==> src/common/sadc_pkg.sv <==
// Functional notes
// - Approximation resolves one bit per comparator decision, MSB first down to LSB.
// - After LSB, approximation copied to result register; this ends conversion.
// - Approximation register has no software read or write path.
// - Result occupies upper 10 bits of 16-bit result; lower 6 read zero.
// - Separate byte view returns only the upper 8 result bits.
// - With power-fail enabled, interrupt only when high byte meets threshold compare.
// - Sample-hold stays in hold for the whole conversion.
// - Analog pins not selected remain readable as digital input port pins.
// - Mode register accepts whole-byte and single-bit accesses.
// - Reset clears mode register: stopped, select mode, default timing.
// - Mode bit 7 enables conversion; register holds conversion-time fields.
// - Channel register picks the pin routed to sample-hold; in scan mode it picks only the first pin.
// - Power-fail mode register sets detection; threshold register holds compare value.
// - Select mode repeats conversions while enabled, interrupt after each one that passes the power-fail check.
package sadc_pkg;
  localparam int RES_BITS = 10;
  localparam int NUM_CH = 8;
  localparam int CH_W = 3;
  localparam int ADDR_W = 4;
  // Word offsets on the Avalon slave (byte address = 4 * index)
  localparam logic [ADDR_W-1:0] OFS_MODE = 4'h0;
  localparam logic [ADDR_W-1:0] OFS_RESULT = 4'h1;
  localparam logic [ADDR_W-1:0] OFS_RESULT_HI = 4'h2;
  localparam logic [ADDR_W-1:0] OFS_CHANNEL = 4'h3;
  localparam logic [ADDR_W-1:0] OFS_PF_MODE = 4'h4;
  localparam logic [ADDR_W-1:0] OFS_PF_THRESH = 4'h5;
  localparam logic [ADDR_W-1:0] OFS_BIT_ACCESS = 4'h6;
  localparam logic [ADDR_W-1:0] OFS_IRQ_STATUS = 4'h7;
  localparam logic [ADDR_W-1:0] OFS_IRQ_ENABLE = 4'h8;
  localparam logic [ADDR_W-1:0] OFS_IRQ_CLEAR = 4'h9;
  localparam logic [ADDR_W-1:0] OFS_PORT_IN = 4'ha;
  // Mode register fields
  localparam int MODE_EN_BIT = 7;
  localparam int MODE_SCAN_BIT = 6;
  localparam int MODE_FR_LSB = 3;
  localparam int MODE_HS_LSB = 1;
  localparam int MODE_BOOST_BIT = 0;
  localparam logic [7:0] MODE_RESET = 8'h00;
  // Power-fail mode fields
  localparam int PF_EN_BIT = 7;
  localparam int PF_ABOVE_BIT = 6;
  localparam logic [7:0] PF_RESET = 8'h00;
  localparam logic [7:0] THRESH_RESET = 8'h00;
  localparam int RESULT_SHIFT = 6;
  // Bit access register: [3] value, [2:0] bit index
  localparam int BIT_VAL_POS = 3;
  // Interrupt status bits
  localparam int IRQ_DONE_BIT = 0;
  localparam int IRQ_W = 1;
  // Timing: sample time and comparator settle time per bit
  localparam int SAMPLE_NS = 1000;
  localparam int BIT_NS = 500;
  localparam int CLK_NS = 25;
  localparam int SAMPLE_CYC = (SAMPLE_NS + CLK_NS - 1) / CLK_NS;
  localparam int BIT_CYC = (BIT_NS + CLK_NS - 1) / CLK_NS;
  localparam int CNT_W = 8;

  typedef struct packed {
    logic hold;
    logic [CH_W-1:0] channel;
  } sadc_front_s;

  typedef struct packed {
    logic enable;
    logic powerFailEn;
    logic powerFailAbove;
    logic [7:0] threshold;
  } sadc_pf_s;
endpackage

==> src/sadc_pf_check.sv <==
`timescale 1ns/1ps
module sadc_pf_check
  import sadc_pkg::*;
(
  input wire logic [7:0] resultHigh,
  input wire sadc_pf_s pfCfg,
  output logic irqAllowed
);
  logic aboveMatch;
  logic belowMatch;

  assign aboveMatch = resultHigh >= pfCfg.threshold;
  assign belowMatch = resultHigh < pfCfg.threshold;
  assign irqAllowed = !pfCfg.powerFailEn ||
                      (pfCfg.powerFailAbove ? aboveMatch : belowMatch);
endmodule

==> src/sadc_sar_core.sv <==
`timescale 1ns/1ps
module sadc_sar_core
  import sadc_pkg::*;
#(
  parameter int WIDTH = RES_BITS
) (
  input wire logic core_clk,
  input wire logic rst_n,
  input wire logic start,
  input wire logic step,
  input wire logic compHigh,
  output logic [WIDTH-1:0] trial,
  output logic done,
  output logic [WIDTH-1:0] value
);
  logic [WIDTH-1:0] sar_reg;
  logic [WIDTH-1:0] mask_reg;
  logic [WIDTH-1:0] keep;
  logic busy_reg;

  // Bit under test is forced high so the DAC shows the trial level
  assign trial = sar_reg | mask_reg;
  assign keep = compHigh ? trial : sar_reg;
  assign value = keep;

  always_ff @(posedge core_clk) begin
    if (!rst_n) begin
      sar_reg <= '0;
      mask_reg <= '0;
      busy_reg <= 1'b0;
      done <= 1'b0;
    end else begin
      done <= 1'b0;
      if (start) begin
        sar_reg <= '0;
        mask_reg <= {1'b1, {(WIDTH-1){1'b0}}};
        busy_reg <= 1'b1;
      end else if (busy_reg && step) begin
        sar_reg <= keep;
        mask_reg <= mask_reg >> 1;
        if (mask_reg[0]) begin
          busy_reg <= 1'b0;
          done <= 1'b1;
        end
      end
    end
  end
endmodule

==> src/sar_adc_control.sv <==
// Added by the designer: the Avalon-MM register port and the address map.
`timescale 1ns/1ps
module sar_adc_control
  import sadc_pkg::*;
(
  input wire logic core_clk,
  input wire logic rst_n,
  input wire logic [ADDR_W-1:0] avs_address,
  input wire logic avs_read,
  input wire logic avs_write,
  input wire logic [31:0] avs_writedata,
  input wire logic [3:0] avs_byteenable,
  output logic [31:0] avs_readdata,
  output logic avs_waitrequest,
  input wire logic compHigh,
  input wire logic [NUM_CH-1:0] pinDigitalIn,
  output logic [RES_BITS-1:0] dacLevel,
  output logic [CH_W-1:0] muxChannel,
  output logic holdEnable,
  output logic boostReferenceOn,
  output logic [NUM_CH-1:0] portInput,
  output logic conv_done_irq
);
  typedef enum {ST_IDLE, ST_SAMPLE, ST_CONVERT, ST_STORE} sadc_state_e;

  sadc_state_e state_reg;
  logic [7:0] conversion_mode_control_reg;
  logic [CH_W-1:0] channel_select_reg;
  logic [7:0] powerfail_mode_reg;
  logic [7:0] powerfail_threshold_reg;
  logic [15:0] conversion_result_reg;
  logic [IRQ_W-1:0] irqStatus_reg;
  logic [IRQ_W-1:0] irqEnable_reg;
  logic [CH_W-1:0] convChannel_reg;
  logic [CNT_W-1:0] count_reg;
  logic [NUM_CH-1:0] pinSync1_reg;
  logic [NUM_CH-1:0] pinSync2_reg;
  logic ack_reg;
  logic [31:0] readdata_reg;

  logic conversionEnable;
  logic scanSelect;
  logic startPulse;
  logic stepPulse;
  logic sarDone;
  logic [RES_BITS-1:0] sarTrial;
  logic [RES_BITS-1:0] sarValue;
  logic [15:0] resultNext;
  logic irqAllowed;
  logic doneEvent;
  logic countZero;
  logic wrStrobe;
  logic rdStrobe;
  logic wrMode;
  logic wrBit;
  logic wrChannel;
  logic wrPfMode;
  logic wrThresh;
  logic wrIrqEn;
  logic wrIrqClr;
  logic [7:0] modeByte;
  logic [7:0] bitUpdated;
  logic [2:0] bitIndex;
  logic [31:0] readMux;
  logic [IRQ_W-1:0] irqSet;
  logic [IRQ_W-1:0] irqClear;
  sadc_pf_s pfCfg;

  function automatic logic wr_hit(input logic [ADDR_W-1:0] ofs,
                                  input logic [ADDR_W-1:0] addr,
                                  input logic strobe,
                                  input logic lane0);
    wr_hit = strobe && lane0 && (addr == ofs);
  endfunction

  // Avalon: one wait cycle; reads sampled early, writes land on the answer edge
  assign wrStrobe = avs_write && ack_reg;
  assign rdStrobe = avs_read && !ack_reg;
  assign wrMode = wr_hit(OFS_MODE, avs_address, wrStrobe, avs_byteenable[0]);
  assign wrBit = wr_hit(OFS_BIT_ACCESS, avs_address, wrStrobe,
                        avs_byteenable[0]);
  assign wrChannel = wr_hit(OFS_CHANNEL, avs_address, wrStrobe,
                            avs_byteenable[0]);
  assign wrPfMode = wr_hit(OFS_PF_MODE, avs_address, wrStrobe,
                           avs_byteenable[0]);
  assign wrThresh = wr_hit(OFS_PF_THRESH, avs_address, wrStrobe,
                           avs_byteenable[0]);
  assign wrIrqEn = wr_hit(OFS_IRQ_ENABLE, avs_address, wrStrobe,
                          avs_byteenable[0]);
  assign wrIrqClr = wr_hit(OFS_IRQ_CLEAR, avs_address, wrStrobe,
                           avs_byteenable[0]);

  // Single-bit write: index in [2:0], value in [3]
  assign bitIndex = avs_writedata[2:0];
  assign bitUpdated = (conversion_mode_control_reg & ~(8'h01 << bitIndex)) |
                      ({7'h00, avs_writedata[BIT_VAL_POS]} << bitIndex);
  assign modeByte = wrMode ? avs_writedata[7:0] :
                    wrBit ? bitUpdated : conversion_mode_control_reg;

  assign conversionEnable = conversion_mode_control_reg[MODE_EN_BIT];
  assign scanSelect = conversion_mode_control_reg[MODE_SCAN_BIT];

  assign pfCfg = '{enable: conversionEnable,
                   powerFailEn: powerfail_mode_reg[PF_EN_BIT],
                   powerFailAbove: powerfail_mode_reg[PF_ABOVE_BIT],
                   threshold: powerfail_threshold_reg};

  // Sample/hold sequencing
  assign countZero = (count_reg == '0);
  assign startPulse = (state_reg == ST_SAMPLE) && countZero;
  assign stepPulse = (state_reg == ST_CONVERT) && countZero;
  assign resultNext = {sarValue, {RESULT_SHIFT{1'b0}}};
  assign doneEvent = (state_reg == ST_STORE) && irqAllowed;

  assign irqSet = doneEvent ? IRQ_W'(1) : '0;
  assign irqClear = wrIrqClr ? avs_writedata[IRQ_W-1:0] : '0;

  // The approximation register is absent from this map
  always_comb begin
    readMux = 32'h0000_0000;
    case (avs_address)
      OFS_MODE: readMux = {24'h000000, conversion_mode_control_reg};
      OFS_RESULT: readMux = {16'h0000, conversion_result_reg};
      OFS_RESULT_HI: readMux = {24'h000000, conversion_result_reg[15:8]};
      OFS_CHANNEL: readMux = {29'h0, channel_select_reg};
      OFS_PF_MODE: readMux = {24'h000000, powerfail_mode_reg};
      OFS_PF_THRESH: readMux = {24'h000000, powerfail_threshold_reg};
      OFS_BIT_ACCESS: readMux = {28'h0, 1'b0, 3'h0};
      OFS_IRQ_STATUS: readMux = {31'h0, irqStatus_reg};
      OFS_IRQ_ENABLE: readMux = {31'h0, irqEnable_reg};
      OFS_PORT_IN: readMux = {24'h000000, portInput};
      default: readMux = 32'h0000_0000;
    endcase
  end

  sadc_sar_core #(
    .WIDTH(RES_BITS)
  ) u_core (
    .core_clk(core_clk),
    .rst_n(rst_n),
    .start(startPulse),
    .step(stepPulse),
    .compHigh(compHigh),
    .trial(sarTrial),
    .done(sarDone),
    .value(sarValue)
  );

  sadc_pf_check u_pf (
    .resultHigh(conversion_result_reg[15:8]),
    .pfCfg(pfCfg),
    .irqAllowed(irqAllowed)
  );

  always_ff @(posedge core_clk) begin
    if (!rst_n) begin
      ack_reg <= 1'b0;
      readdata_reg <= 32'h0000_0000;
      conversion_mode_control_reg <= MODE_RESET;
      channel_select_reg <= '0;
      powerfail_mode_reg <= PF_RESET;
      powerfail_threshold_reg <= THRESH_RESET;
      irqEnable_reg <= '0;
    end else begin
      ack_reg <= (avs_read || avs_write) && !ack_reg;
      if (rdStrobe) readdata_reg <= readMux;
      conversion_mode_control_reg <= modeByte;
      if (wrChannel) channel_select_reg <= avs_writedata[CH_W-1:0];
      if (wrPfMode) powerfail_mode_reg <= avs_writedata[7:0];
      if (wrThresh) powerfail_threshold_reg <= avs_writedata[7:0];
      if (wrIrqEn) irqEnable_reg <= avs_writedata[IRQ_W-1:0];
    end
  end

  // Set wins over a same-cycle clear
  always_ff @(posedge core_clk) begin
    if (!rst_n) begin
      irqStatus_reg <= '0;
      conv_done_irq <= 1'b0;
    end else begin
      irqStatus_reg <= (irqStatus_reg & ~irqClear) | irqSet;
      conv_done_irq <= |((irqStatus_reg & ~irqClear | irqSet) &
                         irqEnable_reg);
    end
  end

  always_ff @(posedge core_clk) begin
    if (!rst_n) begin
      pinSync1_reg <= '0;
      pinSync2_reg <= '0;
      portInput <= '0;
    end else begin
      pinSync1_reg <= pinDigitalIn;
      pinSync2_reg <= pinSync1_reg;
      // Channel under conversion reads as zero; in scan mode the mask follows
      portInput <= pinSync2_reg &
                   ~((NUM_CH)'(conversionEnable) << convChannel_reg);
    end
  end

  always_ff @(posedge core_clk) begin
    if (!rst_n) begin
      state_reg <= ST_IDLE;
      count_reg <= '0;
      convChannel_reg <= '0;
      conversion_result_reg <= 16'h0000;
    end else begin
      case (state_reg)
        ST_IDLE: begin
          if (conversionEnable) begin
            state_reg <= ST_SAMPLE;
            count_reg <= CNT_W'(SAMPLE_CYC - 1);
            convChannel_reg <= channel_select_reg;
          end
        end
        ST_SAMPLE: begin
          if (!conversionEnable) state_reg <= ST_IDLE;
          else if (countZero) begin
            state_reg <= ST_CONVERT;
            count_reg <= CNT_W'(BIT_CYC - 1);
          end else count_reg <= count_reg - 1'b1;
        end
        ST_CONVERT: begin
          // Abort on disable; a partial result is never stored
          if (!conversionEnable) state_reg <= ST_IDLE;
          else if (sarDone) begin
            conversion_result_reg <= resultNext;
            state_reg <= ST_STORE;
          end else if (countZero) count_reg <= CNT_W'(BIT_CYC - 1);
          else count_reg <= count_reg - 1'b1;
        end
        ST_STORE: begin
          state_reg <= conversionEnable ? ST_SAMPLE : ST_IDLE;
          count_reg <= CNT_W'(SAMPLE_CYC - 1);
          convChannel_reg <= scanSelect ? convChannel_reg + 1'b1
                                        : channel_select_reg;
        end
        default: state_reg <= ST_IDLE;
      endcase
    end
  end

  always_ff @(posedge core_clk) begin
    if (!rst_n) begin
      holdEnable <= 1'b0;
      muxChannel <= '0;
      dacLevel <= '0;
      boostReferenceOn <= 1'b0;
    end else begin
      holdEnable <= (state_reg == ST_CONVERT);
      muxChannel <= convChannel_reg;
      dacLevel <= sarTrial;
      boostReferenceOn <= conversion_mode_control_reg[MODE_BOOST_BIT];
    end
  end

  assign avs_waitrequest = (avs_read || avs_write) && !ack_reg;
  assign avs_readdata = readdata_reg;
endmodule

==> config.mk <==
export PLATFORM = sky130hd
export DESIGN_NAME = sar_adc_control
export DESIGN_NICKNAME = d
export VERILOG_FILES = /design/src/common/sadc_pkg.sv /design/src/sadc_pf_check.sv /design/src/sadc_sar_core.sv /design/src/sar_adc_control.sv
export SDC_FILE = /design/constraint.sdc
export NUM_CORES = 1
export LEC_CHECK = 0
export BUFFER_PORTS_ARGS = -buffer_cell sky130_fd_sc_hd__buf_2
export CORE_ASPECT_RATIO = 0.8
export CORE_MARGIN = 2
export CORE_UTILIZATION = 44
export CTS_BUF_LIST = sky130_fd_sc_hd__clkbuf_8
export DETAILED_ROUTE_END_ITERATION = 10
export PLACE_DENSITY = 0.66
export SYNTH_ARGS = -nofsm -noshare
export SYNTH_HDL_FRONTEND = slang
export SYNTH_SLANG_ARGS = --single-unit
==> constraint.sdc <==
create_clock -name core_clk -period 2.1 [get_ports core_clk]
set_clock_uncertainty 0.15 [all_clocks]
set_input_delay 0.315 -clock core_clk [delete_from_list [all_inputs] [get_ports core_clk]]
set_output_delay 0.315 -clock core_clk [all_outputs]
set_load 0.1 [all_outputs]
==> Yosys cells after proc, flatten, opt, wreduce, memory -nomap -nowiden <==
Cells that the tools add are included.
{ "totals": {"register_bits": 177, "in_bits": 53, "output_inout_bits": 57, "wordCells": 129} }
{ "classes": {"addsub": 2, "magnitude_cmp": 2, "n_eq_ne": 22, "shift": 3, "n_mux": 29, "n_bitwise": 12, "n_reduce_logical": 34} }
{ "op_table": {"columns": ["op", "n"], "rows": [
  ["32-bit 2-to-1 mux", 5],
  ["16-bit one-hot mux with 9 select lines", 1],
  ["32-bit one-hot mux with 4 select lines", 1],
  ["32-bit by 2-bit == test with 1-bit output, second input constant", 3],
  ["32-bit by 3-bit == test with 1-bit output, second input constant", 2],
  ["8-bit 2-to-1 mux", 7],
  ["32-bit by 1-bit == test with 1-bit output, second input constant", 1],
  ["32-bit zero test", 1],
  ["8-bit one-hot mux with 4 select lines", 1],
  ["10-bit 2-to-1 mux", 3],
  ["8-bit bitwise AND", 2],
  ["4-bit by 3-bit == test with 1-bit output, second input constant", 4],
  ["8-bit inverter", 2],
  ["1-bit by 3-bit << shifter with 8-bit output", 2],
  ["1-bit logical AND", 15],
  ["4-bit == test, second input constant", 3],
  ["10-bit bitwise OR", 1],
  ["4-bit by 2-bit == test with 1-bit output, second input constant", 2],
  ["8-bit greater-or-equal comparator", 1],
  ["8-bit zero test", 1],
  ["8-bit less-than comparator", 1],
  ["1-bit 2-to-1 mux", 8],
  ["2-bit inequality test, second input constant", 4],
  ["8-bit bitwise OR", 1],
  ["other kinds (21)", 32]
]} }

==> Depth between registers and ports, before layout <==
{ "logic_depth": {"word_depth": 8, "mapped_depth": 8, "ltp_nobuf": 7} }

==> Modules after synthesis <==
Synthesis repeated with hierarchy kept, for this count alone.
{ "unflattened": {"hier_cells": 669, "hier_area_um2": 6099.6} }
{ "by_module_without_submodules": {"columns": ["mod", "instances", "cells_per_inst", "area_each_um2"], "rows": [
  ["sar_adc_control", 1, 533, 4842.1],
  ["sadc_sar_core", 1, 106, 1028.5],
  ["sadc_pf_check", 1, 30, 229.0]
]} }

==> Least setup slack after synthesis <==
No wires, ideal clock.
{ "synth_path": {"path_kind": "input port to output port", "from": "input avs_write", "to": "output avs_waitrequest", "arrival_time_ns": 1.621, "required_ns": 1.635, "setup_slack_ns": 0.014, "stages": 2, "path_cell_list": "nor2_1 -> nor2_1"} }
{ "synth_via": {"elab_chain_cells": 2} }
{ "synth_rtl": {"columns": ["item", "line_no", "text"], "rows": [
  ["from (decl)", "sar_adc_control.sv:10", "input wire logic avs_write,"],
  ["1-bit logical OR", "sar_adc_control.sv:257", "assign avs_waitrequest = (avs_read || avs_write) && !ack_reg;"],
  ["1-bit logical AND", "sar_adc_control.sv:257", null],
  ["to (decl)", "sar_adc_control.sv:14", "output logic avs_waitrequest,"]
]} }
Every way passes these cells.

==> Final worst setup path <==
{ "layout_path": {"from": "register powerfail_threshold_reg[1]", "to": "register irqStatus_reg"} }
{ "layout_via": {"elab_chain_cells": 6} }
{ "layout_rtl": {"columns": ["item", "line_no", "text"], "rows": [
  ["from (decl)", "sar_adc_control.sv:30", "logic [7:0] powerfail_threshold_reg;"],
  ["from (signal assigned)", "sar_adc_control.sv:170", "if (wrThresh) powerfail_threshold_reg <= avs_writedata[7:0];"],
  ["8-bit less-than comparator / 8-bit greater-or-equal comparator (equally long branches)", "sadc_pf_check.sv:13, sadc_pf_check.sv:12", null],
  ["1-bit 2-to-1 mux *", "sadc_pf_check.sv:15", "(pfCfg.powerFailAbove ? aboveMatch : belowMatch);"],
  ["1-bit logical OR *", "sadc_pf_check.sv:14", "assign irqAllowed = !pfCfg.powerFailEn ||"],
  ["1-bit logical AND *", "sar_adc_control.sv:113", "assign doneEvent = (state_reg == ST_STORE) && irqAllowed;"],
  ["1-bit 2-to-1 mux *", "sar_adc_control.sv:115", "assign irqSet = doneEvent ? IRQ_W'(1) : '0;"],
  ["1-bit bitwise OR *", "sar_adc_control.sv:181", "irqStatus_reg <= (irqStatus_reg & ~irqClear) | irqSet;"],
  ["to (signal assigned)", "sar_adc_control.sv:181", null],
  ["to (decl)", "sar_adc_control.sv:32", "logic [IRQ_W-1:0] irqStatus_reg;"]
]} }
Every way passes the cells marked *; elsewhere a longest branch is shown, timed or not.
A chain may end at the register's enable or synchronous reset.

==> summary.md <==
| Metric | Value |
|---|---|
| Gr usage total | 19.84% |
| Avg Synthesized Cell Area | 9.119 µm² |
| Synth Area in XOR/XNOR | 0.4460% |
| Asr flop ratio synth | 0% |
| Die Span Y | 107.5 µm |
| Power, Total | 5517 µW |
| First-pass GRT wire length | 22400 µm |
| 1st-iter DRT viols | 475 |
| DR pass1 iterations | 10 |
| Final setup vio count | 0 |
| Buffers on Ports | 66 |
| Crit-path max FO | 3 |
| Grt ovf | 0 |
| PwrDens | 787.5 mW/mm² |
| Initial Util | a little under half |
| Post-synthesis mux area share | under 10% |
| Crit path time final | 1.992 ns |
| Post-synth EDFFs | 0 |
| Worst Setup Path Type | reg -> reg |
| Antenna violations before repair | 0 |
| RR Startpoint | powerfail_threshold_reg[1] |
| DRC viols | 0 |
| Fmax | around 0.50 GHz |
| Slew HR | 59.57% |
| Max Cap Violations | 0 |
| Seq/Total Area, Yosys | 44.52% |
| CTS Sinks | 131 |
| Final hold violations | 0 |
| CTS root buf | clkbuf_8 |
| Die Area | roughly 0.014 mm² |
| Yosys warns | 0 |
| Worst Tran Pin Value | 0.6057 ns |
| Startpoint types | flop |
| DP HPWL | 9930 µm |
| Crit-path cells | inv_1, ha_1, nor2b_1, o211ai_1, nand2_1, a2111oi_4, or4_1 |
| Vias in the first global route | 4465 |
| Largest family of logic cells by synthesized area | simple AND/OR/NAND/NOR gates |
| # Post-CTS Setup Buffers | 0 |
| Compound-Gate Fraction of Synth Area | 17.20% |
| Ant. Diodes | 0 |
| Area grow syn2layout | 18.93% |
| Largest register FFs | 16 |
| H-tree level count | 4 |
| Via count | 4837 |
| Mapped Cells | 646 |
| Row Count | 37 |
| Critical Path Max Stage Delay | 0.51 ns |
| Total Wirelength | 13970 µm |
| Final slew viol count | 0 |
| Simple-gate share of the synthesized area | 20.62% |
| Syn Std Cell Area | between 0.005 and 0.006 mm² |
| Outcome | finished clean |
| Placer congestion estimate | 0.8668 |
| Worst Min Path Start | avs_writedata[6] |
| Clock Latency Late Sink | 0.43 ns |
| Final Cycle Share | a little over nine tenths |
| Avg WL per Cell | around 15 µm |
| Share of cells above drive strength 1 | 19.19% |
| Most common cell after layout, fill and taps aside | dfxtp_1 |
| Chip width | 133.4 µm |
| Most used DFF post-synth | dfxtp_1 |
| Leakage | a little over 0.003 µW |
| R2R cell count | 7 |
| CP Data Required Time | 2.26 ns |
| CTS Buf Count | 17 |
| Final core occ | 54.04% |
| Slowest-stage cell, CP | or4_1 |
| Distinct cells, synth | 60 |
| Yosys reg bits | 131 |
| Critical Path Source | powerfail_threshold_reg[1] |
| Worst Hold Depth | 3 |
| DR vias/cell | 5.286 |
| Number of nets in the layout | slightly below 800 |
| Worst hold path type | in -> reg |
| Adder-Cell Fraction of Synth Area | 3.186% |
| Max clock buf depth | 2 |
| R2R Setup Slk | 0.11 ns |
| Num ports | 110 |
| Core Box Area | 0.01296 mm² |
| ANT nets after route | 0 |
| Clock slew at reported path FFs | 0.08 ns |
| Largest net degree at the start of global routing | 65 |
| Crit end category | flop |
| Commonest non-fill, non-tap cells in the layout | 130 x dfxtp_1, 66 x buf_2, 63 x nand2_1 |
| CTS tree | yes |
| VDD IR max | 0.0004499 V |
| CP Data Arrival Time | about 2.2 ns |
area by class of cell:
type,instances,area (µm²)
fill,1201,5957
multi-input combinational,459,3010
sequential,131,2624
timing repair buffer,104,665.6
clock buffer,19,261.5
tap,175,219.0
clock inverter,13,172.7
inverter,14,52.55
logic make-up (layout without fill, tap and decap cells):
family,after synthesis,after routing
and+or+nand+nor,228,228
AOI/OAI and AO/OA,151,151
DFF,131,131
buffers and inverters,71,150
muxes,46,46
adders and majority gates,15,15
xor gates and xnor gates,3,3
other,1,16
per-stage QoR:
| stage | TNS (ns) | cell area [µm²] | std cells | hold slack, ns | setup WS, ns |
|---|---|---|---|---|---|
| 6_report | 0 | 7005 | 915 | 0.03170 | 0.1080 |
| 3_5_place_dp | 0 | 6429 | 873 | 0.2564 | 0.003160 |
| 2_1_floorplan | 0 | 5947 | 661 | 0.2475 | 0.01393 |
| 4_1_cts | 0 | 6964 | 915 | 0.003973 | 0.02277 |
| 3_3_place_gp | 0 | 6429 | 873 | 0.2551 | 0.06256 |
| 5_1_grt | -0.006589 | 7005 | 915 | 0.01542 | -0.006589 |
cell usage after synthesis (2+ instances only):
cell type  instances  area (µm²)
a21boi_1          15       112.6
a21o_1             2       15.01
a21oi_1           43       215.2
a222oi_1           4       40.04
a22oi_1            9       67.56
a31oi_1            7       43.79
a32oi_1            3       26.28
and2_1            33       206.5
and3_1             5       31.28
and4bb_1           2       25.02
buf_2             17       85.08
buf_4             18       135.1
clkbuf_1          21       78.83
dfxtp_1          131        2623
ha_1              15       187.7
inv_1             13       48.80
mux2_2             4       45.04
mux2i_1           41       410.4
nand2_1           63       236.5
nand2b_1           5       31.28
nand3_1           18       90.09
nand3b_1           4       30.03
nand4_1            4       25.02
nor2_1            42       157.7
nor2b_1           27       168.9
nor3_1             7       35.03
nor3b_1            6       45.04
o211a_1           11       110.1
o21a_1            12       90.09
o21ai_0           12       60.06
o21ai_1           14       70.07
o21bai_1           2       15.01
o2bb2ai_1          5       43.79
o32ai_1            3       26.28
or3_1              2       12.51
xnor2_1            2       17.52
worst paths after layout:
kind / end
worst min-delay path: powerfail_threshold_reg[6]
worst min register to register: portInput[2]
worst max register to register: irqStatus_reg
worst max-delay path: irqStatus_reg
layer usage:
layer	track usage, %	vias to the layer above	routed length, µm
met4	6.383	0	142
li1	-	2390	-
met2	30.19	163	6182
met3	5.367	13	951
met1	27.37	2271	6690
met5	0	-	0
report_power, final:
group	switching [µW]	total (µW)	leakage (µW)	internal, µW
logic	449	645	0.00176	196
clock network	1040	2300	0.000206	1260
registers	43.0	2570	0.00106	2530
worst max-delay path, delay by kind of cell, from the launching register on:
| kind | cells | cell delay (ns) |
|---|---|---|
| AO/OA/AOI/OAI | 2 | 0.19 |
| adder cells (fa/ha/maj) | 1 | 0.29 |
| buffers and inverters | 1 | 0.06 |
| flip-flops | 1 | 0.39 |
| AND/OR/NAND/NOR | 3 | 0.78 |
timing repair:
action                                  CTS  global route
endpoints found under the hold margin    10             0
gates resized for setup                   1             9
hold buffers                             10             0
endpoints found under the setup margin    1            22
gates cloned                              0             0
Power figures use the tool's default switching activity.
